===== src/hdl/ebc_consts.vh =====
/*
 Constants for the external bus controller: register indices, reset
 values, field positions, wait modes and address windows.
 Assumes it is included by its bare name inside a module body.
*/
// Contract
// Idle state between external read and write
// Burst enable picks basic or burst interface
// Burst cycle length one or two states
// Burst word limit four or eight words
// Range field picks I/O select address window
// Software keeps reserved bits at reset values
// Strobe enable low: pin is address strobe
// Strobe enable high: pin is I/O select
// Read strobe asserted on external reads
// Upper write strobe for upper data lane
// Lower write strobe for lower data lane
// Wait pin sampled only in three-state space
// Software selects two or three state access
// Programmed wait states inserted automatically
// Burst only inside basic expansion area
// Arbiter grants exactly one internal master
// Width bit selects 16 or 8 bit bus
// Two-state space never inserts wait states
// Wait count inserts zero to three waits
// Wait mode: program, none, pin, auto
// Mastership changes only at cycle boundary
`ifndef EBC_CONSTS_VH
`define EBC_CONSTS_VH

`define REG_BUS_CTRL 3'h0
`define REG_WAIT_CTRL 3'h1
`define REG_SYS_CTRL 3'h2
`define REG_STATUS 3'h3

`define BUS_CTRL_RESET 8'hD3
`define WAIT_CTRL_RESET 8'h33
`define SYS_CTRL_RESET 8'h00

`define BC_IDLE_INS 6
`define BC_BURST_EN 5
`define BC_BURST_LEN 4
`define BC_BURST_LIM 3
`define BC_IOS_HI 1
`define BC_IOS_LO 0
`define WS_WIDTH 5
`define WS_AST 4
`define WS_WMS_HI 3
`define WS_WMS_LO 2
`define WS_WC_HI 1
`define WS_WC_LO 0
`define SC_IO_STROBE_ENABLE 0

`define WM_PROG 2'h0
`define WM_NONE 2'h1
`define WM_PIN 2'h2
`define WM_AUTO 2'h3

`define IOS_WIN0 8'hF0
`define IOS_WIN1 8'hF1
`define IOS_WIN2 8'hF2
`define IOS_WIN3 8'hF3

`define BURST_AREA_BIT 15
`define BURST_AREA_VAL 1'b0
`define BURST_LIM4 3'h3
`define BURST_LIM8 3'h7

`endif


===== src/hdl/external_bus_controller.v =====
/*
 External bus controller: register file, CPU/transfer-controller arbiter
 and external bus sequencer with waits, burst reads and idle insertion.
 Assumes masters hold their request and fields until their grant,
 and that all inputs are synchronous to i_sys_clk.
*/
`timescale 1ns/100ps
module external_bus_controller (
  input wire i_sys_clk,
  input wire i_resetn,
  input wire i_clk_en,
  input wire [2:0] i_reg_addr,
  input wire [7:0] i_reg_wdata,
  input wire i_reg_wr,
  input wire i_reg_rd,
  output reg [7:0] o_reg_rdata,
  input wire i_cpu_req,
  input wire i_cpu_wr,
  input wire [1:0] i_cpu_be,
  input wire [15:0] i_cpu_addr,
  input wire [15:0] i_cpu_wdata,
  output wire o_cpu_grant,
  output wire o_cpu_done,
  input wire i_dtc_req,
  input wire i_dtc_wr,
  input wire [1:0] i_dtc_be,
  input wire [15:0] i_dtc_addr,
  input wire [15:0] i_dtc_wdata,
  output wire o_dtc_grant,
  output wire o_dtc_done,
  output reg [15:0] o_rdata,
  output reg [15:0] o_ext_addr,
  output reg [15:0] o_ext_data_out,
  output wire o_ext_data_oe,
  input wire [15:0] i_ext_data_in,
  output wire o_strobe_n,
  output wire o_rd_n,
  output wire o_upper_write_strobe_n,
  output wire o_lower_write_strobe_n,
  input wire i_wait_n
);

`include "ebc_consts.vh"

localparam S_IDLE = 7'h01;
localparam S_GAP = 7'h02;
localparam S_T1 = 7'h04;
localparam S_T2 = 7'h08;
localparam S_TW = 7'h10;
localparam S_T3 = 7'h20;
localparam S_BT = 7'h40;

reg [7:0] bus_control_reg_r;
reg [7:0] wait_state_control_reg_r;
reg [7:0] system_control_reg_r;
reg [6:0] state_r;
reg [6:0] state_nxt;
reg owner_dtc_r;
reg cyc_wr_r;
reg [1:0] cyc_be_r;
reg [15:0] cyc_wdata_r;
reg second_r;
reg last_read_r;
reg [1:0] wcnt_r;
reg bcnt_r;
reg [2:0] burst_cnt_r;
reg [15:0] burst_addr_r;
reg burst_live_r;
reg done_r;

wire idle_cycle_insert = bus_control_reg_r[`BC_IDLE_INS];
wire burst_rom_enable = bus_control_reg_r[`BC_BURST_EN];
wire burst_cycle_length = bus_control_reg_r[`BC_BURST_LEN];
wire burst_word_limit = bus_control_reg_r[`BC_BURST_LIM];
wire [1:0] io_range_sel = {bus_control_reg_r[`BC_IOS_HI],
                           bus_control_reg_r[`BC_IOS_LO]};
wire bus_width_sel = wait_state_control_reg_r[`WS_WIDTH];
wire access_state_sel = wait_state_control_reg_r[`WS_AST];
wire [1:0] wait_mode_sel = {wait_state_control_reg_r[`WS_WMS_HI],
                            wait_state_control_reg_r[`WS_WMS_LO]};
wire [1:0] program_wait_count = {wait_state_control_reg_r[`WS_WC_HI],
                                 wait_state_control_reg_r[`WS_WC_LO]};
wire io_strobe_enable = system_control_reg_r[`SC_IO_STROBE_ENABLE];

// one owner
// Transfer controller wins a tie; CPU waits for the next boundary
// Limitation: a transfer controller that never drops its request
// starves the CPU, so software must bound transfer bursts
wire pick_dtc = i_dtc_req;
wire any_req = i_dtc_req | i_cpu_req;
wire req_wr = pick_dtc ? i_dtc_wr : i_cpu_wr;
wire [1:0] req_be = pick_dtc ? i_dtc_be : i_cpu_be;
wire [15:0] req_addr = pick_dtc ? i_dtc_addr : i_cpu_addr;
wire [15:0] req_wdata = pick_dtc ? i_dtc_wdata : i_cpu_wdata;

// pin only in three-state
wire wait_pin = access_state_sel & ~i_wait_n;
wire pin_mode = wait_mode_sel[1];

wire end_basic = (state_r == S_T3) |
                 ((state_r == S_T2) & ~access_state_sel);
wire end_beat = end_basic | ((state_r == S_BT) & ~bcnt_r);
wire end_cycle = end_beat & ~second_r;
wire at_boundary = (state_r == S_IDLE) | end_cycle;
// switch at boundary
wire start = at_boundary & any_req;

// basic area only
wire in_burst_area = req_addr[`BURST_AREA_BIT] == `BURST_AREA_VAL;
// word limit
wire [2:0] burst_lim = burst_word_limit ? `BURST_LIM8 : `BURST_LIM4;
wire same_block = burst_word_limit ?
                  (req_addr[15:4] == burst_addr_r[15:4]) :
                  (req_addr[15:3] == burst_addr_r[15:3]);
// burst interface select
wire burst_ok = burst_rom_enable & ~req_wr & in_burst_area &
                burst_live_r & same_block & (burst_cnt_r < burst_lim);
// read then write gap
// At a cycle boundary the finishing cycle decides, because its kind
// is not yet copied into the last-read flag at that edge
wire prev_read = (state_r == S_IDLE) ? last_read_r : ~cyc_wr_r;
wire need_gap = idle_cycle_insert & prev_read & req_wr;

// byte split on 8-bit bus
// Two full beats cost time but keep every byte on the upper pins
wire split = bus_width_sel & (req_be == 2'h3);

// program count
// mode decode
reg [1:0] waits;
always @* begin
  case (wait_mode_sel)
    `WM_PROG: waits = program_wait_count;
    `WM_NONE: waits = 2'h0;
    `WM_PIN: waits = program_wait_count;
    default: waits = wait_pin ? program_wait_count : 2'h0;
  endcase
end

always @* begin
  state_nxt = state_r;
  case (state_r)
    S_IDLE: begin
      if (start) begin
        state_nxt = need_gap ? S_GAP : (burst_ok ? S_BT : S_T1);
      end
    end
    S_GAP: state_nxt = S_T1;
    S_T1: state_nxt = S_T2;
    S_T2: begin
      // no waits in two-state
      if (!access_state_sel) begin
        state_nxt = S_IDLE;
      end else if (waits != 2'h0 ||
                   (wait_mode_sel == `WM_PIN && wait_pin)) begin
        state_nxt = S_TW;
      end else begin
        state_nxt = S_T3;
      end
    end
    S_TW: begin
      if (wcnt_r == 2'h0 && !(pin_mode && wait_pin)) begin
        state_nxt = S_T3;
      end
    end
    S_T3: state_nxt = S_IDLE;
    S_BT: begin
      if (!bcnt_r) begin
        state_nxt = S_IDLE;
      end
    end
    default: state_nxt = S_IDLE;
  endcase
  if (end_beat && second_r) begin
    state_nxt = S_T1;
  end else if (end_cycle && start) begin
    state_nxt = need_gap ? S_GAP : (burst_ok ? S_BT : S_T1);
  end
end

always @(posedge i_sys_clk or negedge i_resetn) begin
  if (!i_resetn) begin
    state_r <= S_IDLE;
    owner_dtc_r <= 1'b0;
    cyc_wr_r <= 1'b0;
    cyc_be_r <= 2'h0;
    cyc_wdata_r <= 16'h0000;
    second_r <= 1'b0;
    last_read_r <= 1'b0;
    wcnt_r <= 2'h0;
    bcnt_r <= 1'b0;
    burst_cnt_r <= 3'h0;
    burst_addr_r <= 16'h0000;
    burst_live_r <= 1'b0;
    done_r <= 1'b0;
    o_rdata <= 16'h0000;
    o_ext_addr <= 16'h0000;
    o_ext_data_out <= 16'h0000;
  end else if (i_clk_en) begin
    state_r <= state_nxt;
    done_r <= end_cycle;
    if (state_r == S_IDLE && !any_req) begin
      last_read_r <= 1'b0;
    end
    if (end_cycle) begin
      last_read_r <= ~cyc_wr_r;
    end
    if (state_r == S_T2) begin
      // automatic waits
      // The count holds the waits still owed after the first one
      if (waits == 2'h0) begin
        wcnt_r <= 2'h0;
      end else begin
        wcnt_r <= waits - 2'h1;
      end
    end else if (state_r == S_TW && wcnt_r != 2'h0) begin
      wcnt_r <= wcnt_r - 2'h1;
    end
    if (state_r == S_BT) begin
      bcnt_r <= 1'b0;
    end
    if (end_beat && !cyc_wr_r) begin
      if (!bus_width_sel) begin
        o_rdata <= i_ext_data_in;
      end else if (!o_ext_addr[0]) begin
        o_rdata[15:8] <= i_ext_data_in[15:8];
      end else begin
        o_rdata[7:0] <= i_ext_data_in[15:8];
      end
    end
    if (end_beat && second_r) begin
      second_r <= 1'b0;
      cyc_be_r <= 2'h1;
      o_ext_addr <= {o_ext_addr[15:1], 1'b1};
      o_ext_data_out <= {cyc_wdata_r[7:0], 8'h00};
    end else if (start) begin
      owner_dtc_r <= pick_dtc;
      cyc_wr_r <= req_wr;
      cyc_wdata_r <= req_wdata;
      second_r <= split;
      cyc_be_r <= split ? 2'h2 : req_be;
      o_ext_addr <= split ? {req_addr[15:1], 1'b0} : req_addr;
      if (bus_width_sel && !split && req_be == 2'h1) begin
        o_ext_data_out <= {req_wdata[7:0], 8'h00};
      end else begin
        o_ext_data_out <= req_wdata;
      end
      // one or two states
      bcnt_r <= burst_cycle_length;
      burst_addr_r <= req_addr;
      burst_live_r <= burst_rom_enable & ~req_wr & in_burst_area;
      burst_cnt_r <= burst_ok ? burst_cnt_r + 3'h1 : 3'h0;
    end
  end
end

wire active = (state_r & (S_T1 | S_T2 | S_TW | S_T3 | S_BT)) != 7'h00;
wire wr_phase = cyc_wr_r & ((state_r & (S_T2 | S_TW | S_T3)) != 7'h00);

reg [7:0] ios_win;
always @* begin
  // window select
  case (io_range_sel)
    2'h0: ios_win = `IOS_WIN0;
    2'h1: ios_win = `IOS_WIN1;
    2'h2: ios_win = `IOS_WIN2;
    default: ios_win = `IOS_WIN3;
  endcase
end

wire in_ios = o_ext_addr[15:8] == ios_win;
// address strobe
// I/O select
assign o_strobe_n = io_strobe_enable ? ~(active & in_ios) : ~active;
// read strobe
assign o_rd_n = ~(active & ~cyc_wr_r);
// upper lane
assign o_upper_write_strobe_n = ~(wr_phase &
                                  (cyc_be_r[1] | bus_width_sel));
// lower lane
// On an 8-bit bus every byte rides the upper pins
assign o_lower_write_strobe_n = ~(wr_phase & cyc_be_r[0] &
                                  ~bus_width_sel);
assign o_ext_data_oe = active & cyc_wr_r;

// at most one grant high, none while idle
assign o_dtc_grant = owner_dtc_r & (state_r != S_IDLE);
assign o_cpu_grant = ~owner_dtc_r & (state_r != S_IDLE);
assign o_dtc_done = done_r & owner_dtc_r;
assign o_cpu_done = done_r & ~owner_dtc_r;

always @(posedge i_sys_clk or negedge i_resetn) begin
  if (!i_resetn) begin
    bus_control_reg_r <= `BUS_CTRL_RESET;
    wait_state_control_reg_r <= `WAIT_CTRL_RESET;
    system_control_reg_r <= `SYS_CTRL_RESET;
    o_reg_rdata <= 8'h00;
  end else if (i_clk_en) begin
    // reserved bits stored as written
    // access timing chosen by software
    if (i_reg_wr) begin
      case (i_reg_addr)
        `REG_BUS_CTRL: bus_control_reg_r <= i_reg_wdata;
        `REG_WAIT_CTRL: wait_state_control_reg_r <= i_reg_wdata;
        `REG_SYS_CTRL: system_control_reg_r <= i_reg_wdata;
        default: ;
      endcase
    end
    // Read data is zero outside its one cycle so stray samples look idle
    o_reg_rdata <= 8'h00;
    if (i_reg_rd) begin
      case (i_reg_addr)
        `REG_BUS_CTRL: o_reg_rdata <= bus_control_reg_r;
        `REG_WAIT_CTRL: o_reg_rdata <= wait_state_control_reg_r;
        `REG_SYS_CTRL: o_reg_rdata <= system_control_reg_r;
        `REG_STATUS: o_reg_rdata <= {5'h00, o_cpu_grant,
                                     o_dtc_grant, active};
        default: o_reg_rdata <= 8'h00;
      endcase
    end
  end
end

endmodule


===== config.mk =====
export PLATFORM = sky130hd
export DESIGN_NAME = external_bus_controller
export DESIGN_NICKNAME = d
export VERILOG_FILES = /design/src/hdl/external_bus_controller.v
export VERILOG_INCLUDE_DIRS = /design/src /design/src/hdl
export SDC_FILE = /design/constraint.sdc
export NUM_CORES = 1
export LEC_CHECK = 0
export ABC_AREA = 1
export BUFFER_PORTS_ARGS = -buffer_cell sky130_fd_sc_hd__buf_2
export CORE_MARGIN = 8
export CORE_UTILIZATION = 30
export CTS_BUF_LIST = sky130_fd_sc_hd__clkbuf_4 sky130_fd_sc_hd__clkbuf_8
export CTS_CLUSTER_DIAMETER = 100
export DETAILED_ROUTE_END_ITERATION = 10
export GPL_TIMING_DRIVEN = 0
export HOLD_SLACK_MARGIN = 0.08
export PLACE_DENSITY = 0.57
export SYNTH_ARGS = -nofsm -noshare
export SYNTH_HDL_FRONTEND = slang
export SYNTH_SLANG_ARGS = --single-unit

===== constraint.sdc =====
create_clock -name i_sys_clk -period 1.8 [get_ports i_sys_clk]
set_input_delay 0.36 -clock i_sys_clk [delete_from_list [all_inputs] [get_ports i_sys_clk]]
set_output_delay 0.36 -clock i_sys_clk [all_outputs]
set_load 0.03 [all_outputs]

=== Word-level counts from Yosys, hierarchy flattened ===
Cells that the tools add are included.

* Register bits: 125
* Input bits: 105
* Output and inout port bits: 65

* $add $sub $neg: 3
* $lt $le $gt $ge: 1
* Equality and inequality tests: 25
* Muxes and demuxes: 46
* Bitwise gates (word level): 44
* Reductions and logical operators: 38

{| class="wikitable"
|+ Operators with widths
! operator !! number
|-
| $mux 16 || 6
|-
| $mux 7 || 7
|-
| $pmux 7 s6 || 1
|-
| $pmux 8 s4 || 1
|-
| $and 1x1->1 || 24
|-
| $mux 8 || 3
|-
| $reduce_and 3->1 || 6
|-
| $mux 2 || 8
|-
| $not 1->1 || 15
|-
| $mux 1 || 14
|-
| $reduce_bool 7->1 || 2
|-
| $eq 13x13->1 || 1
|-
| $eq 12x12->1 || 1
|-
| $mux 6 || 2
|-
| $logic_and 1x1->1 || 10
|-
| $reduce_bool 2->1 || 5
|-
| $eq 8x8->1 || 1
|-
| $logic_not 2->1 || 4
|-
| $ne 4x2->1 const B || 2
|-
| $eq 7x1->1 const B || 1
|-
| $eq 7x2->1 const B || 1
|-
| $eq 7x3->1 const B || 1
|-
| $eq 7x4->1 const B || 1
|-
| $eq 7x5->1 const B || 1
|-
| other kinds (22) || 39
|}

=== Depth between registers and ports, before layout ===
* Word-level depth: 13
* Gate-level depth with buffers: 14

=== Least setup slack after synthesis ===
Ideal clock, no wire load.

* Path type: register to register
* From: reg state_r[0]
* To: reg o_ext_addr[1]
* Data arrival time: 1.531 ns
* Path slack: 0.153 ns
* Cell stages (with the launch flop): 14
* Period minus slack after synthesis: 1.647 ns
* Cell sequence: dfstp_2 -> nor2_2 -> nand2_2 -> inv_2 -> nand4_2 -> inv_2 -> nand2_1 -> nand2_2 -> nor2_8 -> nand2_4 -> buf_6 -> buf_8 -> nand2_2 -> nand2_1

* Longest elaborated chain between the ends: 8

{| class="wikitable"
|+ RTL lines
! item !! line !! RTL
|-
| start: declaration || external_bus_controller.v:56 || <nowiki>reg [6:0] state_r;</nowiki>
|-
| start signal: assignment || external_bus_controller.v:200 || <nowiki>state_r <= state_nxt;</nowiki>
|-
| $eq 7x4->1 || external_bus_controller.v:101 || <nowiki>((state_r == S_T2) & ~access_state_sel);</nowiki>
|-
| $and 1x1->1 || external_bus_controller.v:101 ||
|-
| $or 1x1->1 || external_bus_controller.v:100 || <nowiki>wire end_basic = (state_r == S_T3) |</nowiki>
|-
| $or 1x1->1 || external_bus_controller.v:102 || <nowiki>wire end_beat = end_basic | ((state_r == S_BT) & ~bcnt_r);</nowiki>
|-
| $and 1x1->1 || external_bus_controller.v:103 || <nowiki>wire end_cycle = end_beat & ~second_r;</nowiki>
|-
| $or 1x1->1 || external_bus_controller.v:104 || <nowiki>wire at_boundary = (state_r == S_IDLE) | end_cycle;</nowiki>
|-
| $and 1x1->1 || external_bus_controller.v:106 || <nowiki>wire start = at_boundary & any_req;</nowiki>
|-
| $reduce_and 3->1 (no line) * || n/a ||
|-
| end signal: assignment || external_bus_controller.v:234 || <nowiki>o_ext_addr <= {o_ext_addr[15:1], 1'b1};</nowiki>
|-
| end signal: assignment || external_bus_controller.v:242 || <nowiki>o_ext_addr <= split ? {req_addr[15:1], 1'b0} : req_addr;</nowiki>
|-
| end: declaration || external_bus_controller.v:32 || <nowiki>output reg [15:0] o_ext_addr,</nowiki>
|}

Mark *: on every way between the ends. The rest lies on a longest branch, timed or not.
A chain may end at the register's enable or synchronous reset.

=== Worst setup path after layout ===
* From: reg state_r[6]
* To: out o_cpu_grant

* Longest elaborated chain between the ends: 2

{| class="wikitable"
|+ RTL lines
! item !! line !! RTL
|-
| $ne 7x1->1 || external_bus_controller.v:288 || <nowiki>assign o_cpu_grant = ~owner_dtc_r & (state_r != S_IDLE);</nowiki>
|-
| $and 1x1->1 || external_bus_controller.v:288 ||
|-
| end: declaration || external_bus_controller.v:22 || <nowiki>output wire o_cpu_grant,</nowiki>
|}

No other way between the ends.

==> results.md <==
- WL final: 21700 µm
- Post-route cell area: 0.00880 mm²
- CP top delay family: buffers and inverters
- Cell Area, Synth: 0.00604 mm²
- Util after Layout: 0.441
- Seq/Total Area, Yosys: 0.454
- Gr usage total: 0.166
- Htree depth: 3
- Via Count: 6200
- Reg clk slew, reported paths: 0.10 ns
- Status: finished with violations
- Commonest cells in the netlist: nand2_1, dfrtp_1, inv_1, o21ai_0, nor2_1
- FFs w/ async S/R, synth: 1.00
- Most used cell, CP: inv_2
- Hold/Removal Path Class: in -> reg
- Initial antenna violation count: 0
- Mean post-synth cell area: 7.40 µm²
- Register area: 0.00274 mm²
- Synth area leaders: dfrtp_1, nand2_1, o21ai_0
- Yosys warning total: 0
- Overflow after GRT: 0
- MaxCap Viol Count: 0
- Critical-path top delay cell: dfrtp_1
- Data arrival, critical path: 1.61 ns
- Initial core utilization: 0.302
- Rel. slew slack: 0.605
- N_diodes: 0
- Seq cells post-synth: 109
- CP required: 1.44 ns
- # DRC: 0
- Critical path class: reg -> out
- Final setup vio count: 65
- Worst Path Buf+Inv: 3
- Synth cell types: 46
- Power Dens Cells: 1430 mW/mm²
- Critical path endpoint category: output port
- Largest family of logic cells by synthesized area: simple AND/OR/NAND/NOR gates
- Skew final: 0.0139 ns
- Critical path peak fanout: 5
- Layout Cells excl Fill: 1328
- Die area: 0.0249 mm²
- Number of global-route vias before repair: 6091
- Adder-cell share of the synthesized area: 0.00622
- Worst-margin pin slew: 0.593 ns
- Largest net degree at the start of global routing: 57
- Most area-hungry cell type in the Yosys netlist: dfrtp_1
- Area delta synth->final: 45.8%
- Fill cells: 2050
- Post-synth EDFFs: 0
- VDD IR max: 858 µV
- Xor-xnor portion of the synthesized cell area: 0.00145
- Simple-Gate Fraction of Synth Area: 0.308
- Final Max Slew Viols: 0
- IO Port Bufs: 169
- DRT iter0 DRCs: 373
- Die Wd: 158 µm
- TritonRoute pass-1 iters: 5
- Leakage: 0.00462 µW
- Multiplexer share of the synthesized area: 0
- Post-Place Cells: 1256
- Root Driver: clkbuf_8
- Vias/cell: 4.67
- Footprint of the multi-input gates: 0.00325 mm²
- Ports: 170
- Maximum clock rate: 508 MHz
- Fin. Hold Viols: 0
- Mapped Nets: 924
- Rows: 52
- Core area: 0.0200 mm²
- Placer's final routability congestion estimate: 0.852
- Worst setup margin: -0.168 ns
- Post-route ant nets: 0
- Synth Instances: 816
- Clk sinks: 109
- Dpl hpwl: 15600 µm
- Layout cells sized above 1: 0.405
- Failing checks: setup timing
- CTS tree: built
- Die H: 158 µm
- Cts bufs inserted: 9
- Top_reg_cell synth: dfrtp_1
- Area share of the largest cell type after synthesis: 0.410
- Chain of cells forming the critical path: inv_2 -> nand2_2 -> nor2_4 -> nand3_2 -> inv_2 -> nor2_2 -> buf_6
- Pwr Total: 12600 µW
- WL/cell: 16.3 µm
- Min Clock Period, post-route: 1.97 ns
- Worst-skew pair later-pin latency: 0.39 ns
- Type of origin of the critical path: register
- Crit-path max cell delay: 0.41 ns
- Largest buffer count on any clock path: 2
- Compound-Gate Fraction of Synth Area: 0.137
- Final nets: 1161
- First-pass GRT wire length: 32000 µm
- Post-Place Setup Slack: -0.283 ns
- RSZ-0062 raised after global routing: true
- Most frequent cell after synthesis: nand2_1
- Area after DPL: 0.00725 mm²
- Crit share post-route: 1.09
[registers in the layout, indices dropped and copies added (netlist names), 2 cells and up]
signal and cells:
burst_cnt_r 3, o_ext_addr 16, o_rdata 16, wait_state_control_reg_r 8
state_r 7, o_reg_rdata 8, o_ext_data_out 16, system_control_reg_r 8
bus_control_reg_r 8, wcnt_r 2, cyc_be_r 2, cyc_wdata_r 8
[final timing paths]
path | slack, ns | depth (start not counted) | to | from
hold / removal | 0.22 | 3 | o_rdata[10] | i_ext_data_in[10]
setup reg to reg | -0.14 | 13 | o_rdata[0] | state_r[4]
max in group asynchronous | 0.59 | 3 | wait_state_control_reg_r[4] | i_resetn
setup / recovery | -0.17 | 7 | o_cpu_grant | state_r[6]
hold reg to reg | 0.48 | 2 | o_ext_data_out[1] | o_ext_data_out[1]
min in group asynchronous | 0.49 | 2 | o_rdata[7] | i_resetn
[placed cells by master, fill, tap and decap left out, types with 11 or more instances in the layout]
| cell type | count |
|---|---|
| nand2_1 | 243 |
| buf_2 | 168 |
| dfrtp_1 | 97 |
| inv_1 | 77 |
| o21ai_0 | 56 |
| nor2_1 | 49 |
| nand2_2 | 48 |
| buf_4 | 29 |
| nand3_1 | 29 |
| buf_6 | 28 |
| nand2_4 | 25 |
| o21ai_1 | 25 |
| o21ai_2 | 22 |
| inv_2 | 12 |
| o211ai_1 | 11 |
[worst register-to-register path, delay by kind of cell, from the launching register on]
family	cells	cell delay (ns)
compound gates	2	0.31
flops	1	0.43
simple gates	7	0.68
buf+inv	4	0.46
[stage by stage]
step                hold slack (ns)  setup TNS [ns]
floorplan                    0.0644               0
CTS                           0.200          -0.974
global route                  0.209          -12.85
detailed placement            0.372           -4.66
global placement              0.451         -111.65
finish                        0.221           -5.26
[cells by family after synthesis]
group,after synthesis
compound gates,138
fa+ha+maj,3
xor+xnor,1
flops,109
simple gates,441
buf+inv,124
[routing by layer]
layer	part of all wire	vias up	track usage
li1	-	3075	-
met1	0.44	2946	0.213
met2	0.49	157	0.281
met3	0.058	22	0.0317
met4	0.015	0	0.0399
met5	0	-	0
[cell type report]
| class | count | area share |
|---|---|---|
| repair inverters | 1 | 0.00185 |
| multi-input cells | 583 | 0.370 |
| clock buffers | 12 | 0.0166 |
| plain buffers | 28 | 0.0354 |
| repair buffers | 225 | 0.179 |
| flip-flops and latches | 109 | 0.312 |
| clock inverters | 4 | 0.00355 |
| well taps | 270 | 0.0384 |
| inverters | 96 | 0.0442 |
[what timing repair did]
action	CTS	global route
setup endpoints to repair	63	77
setup buffers	29	16
pin swaps	13	37
gates resized for setup	89	155
hold endpoints to repair	54	0
cloned	5	7
hold buffers	1	0
[where the power goes]
group	total [µW]	switching [µW]	internal [µW]
Clock	1430	866	563
Combinational	7110	4250	2860
Sequential	4010	662	3350
Total	12600	5780	6780
No activity file was read; power rests on OpenSTA's default activity.
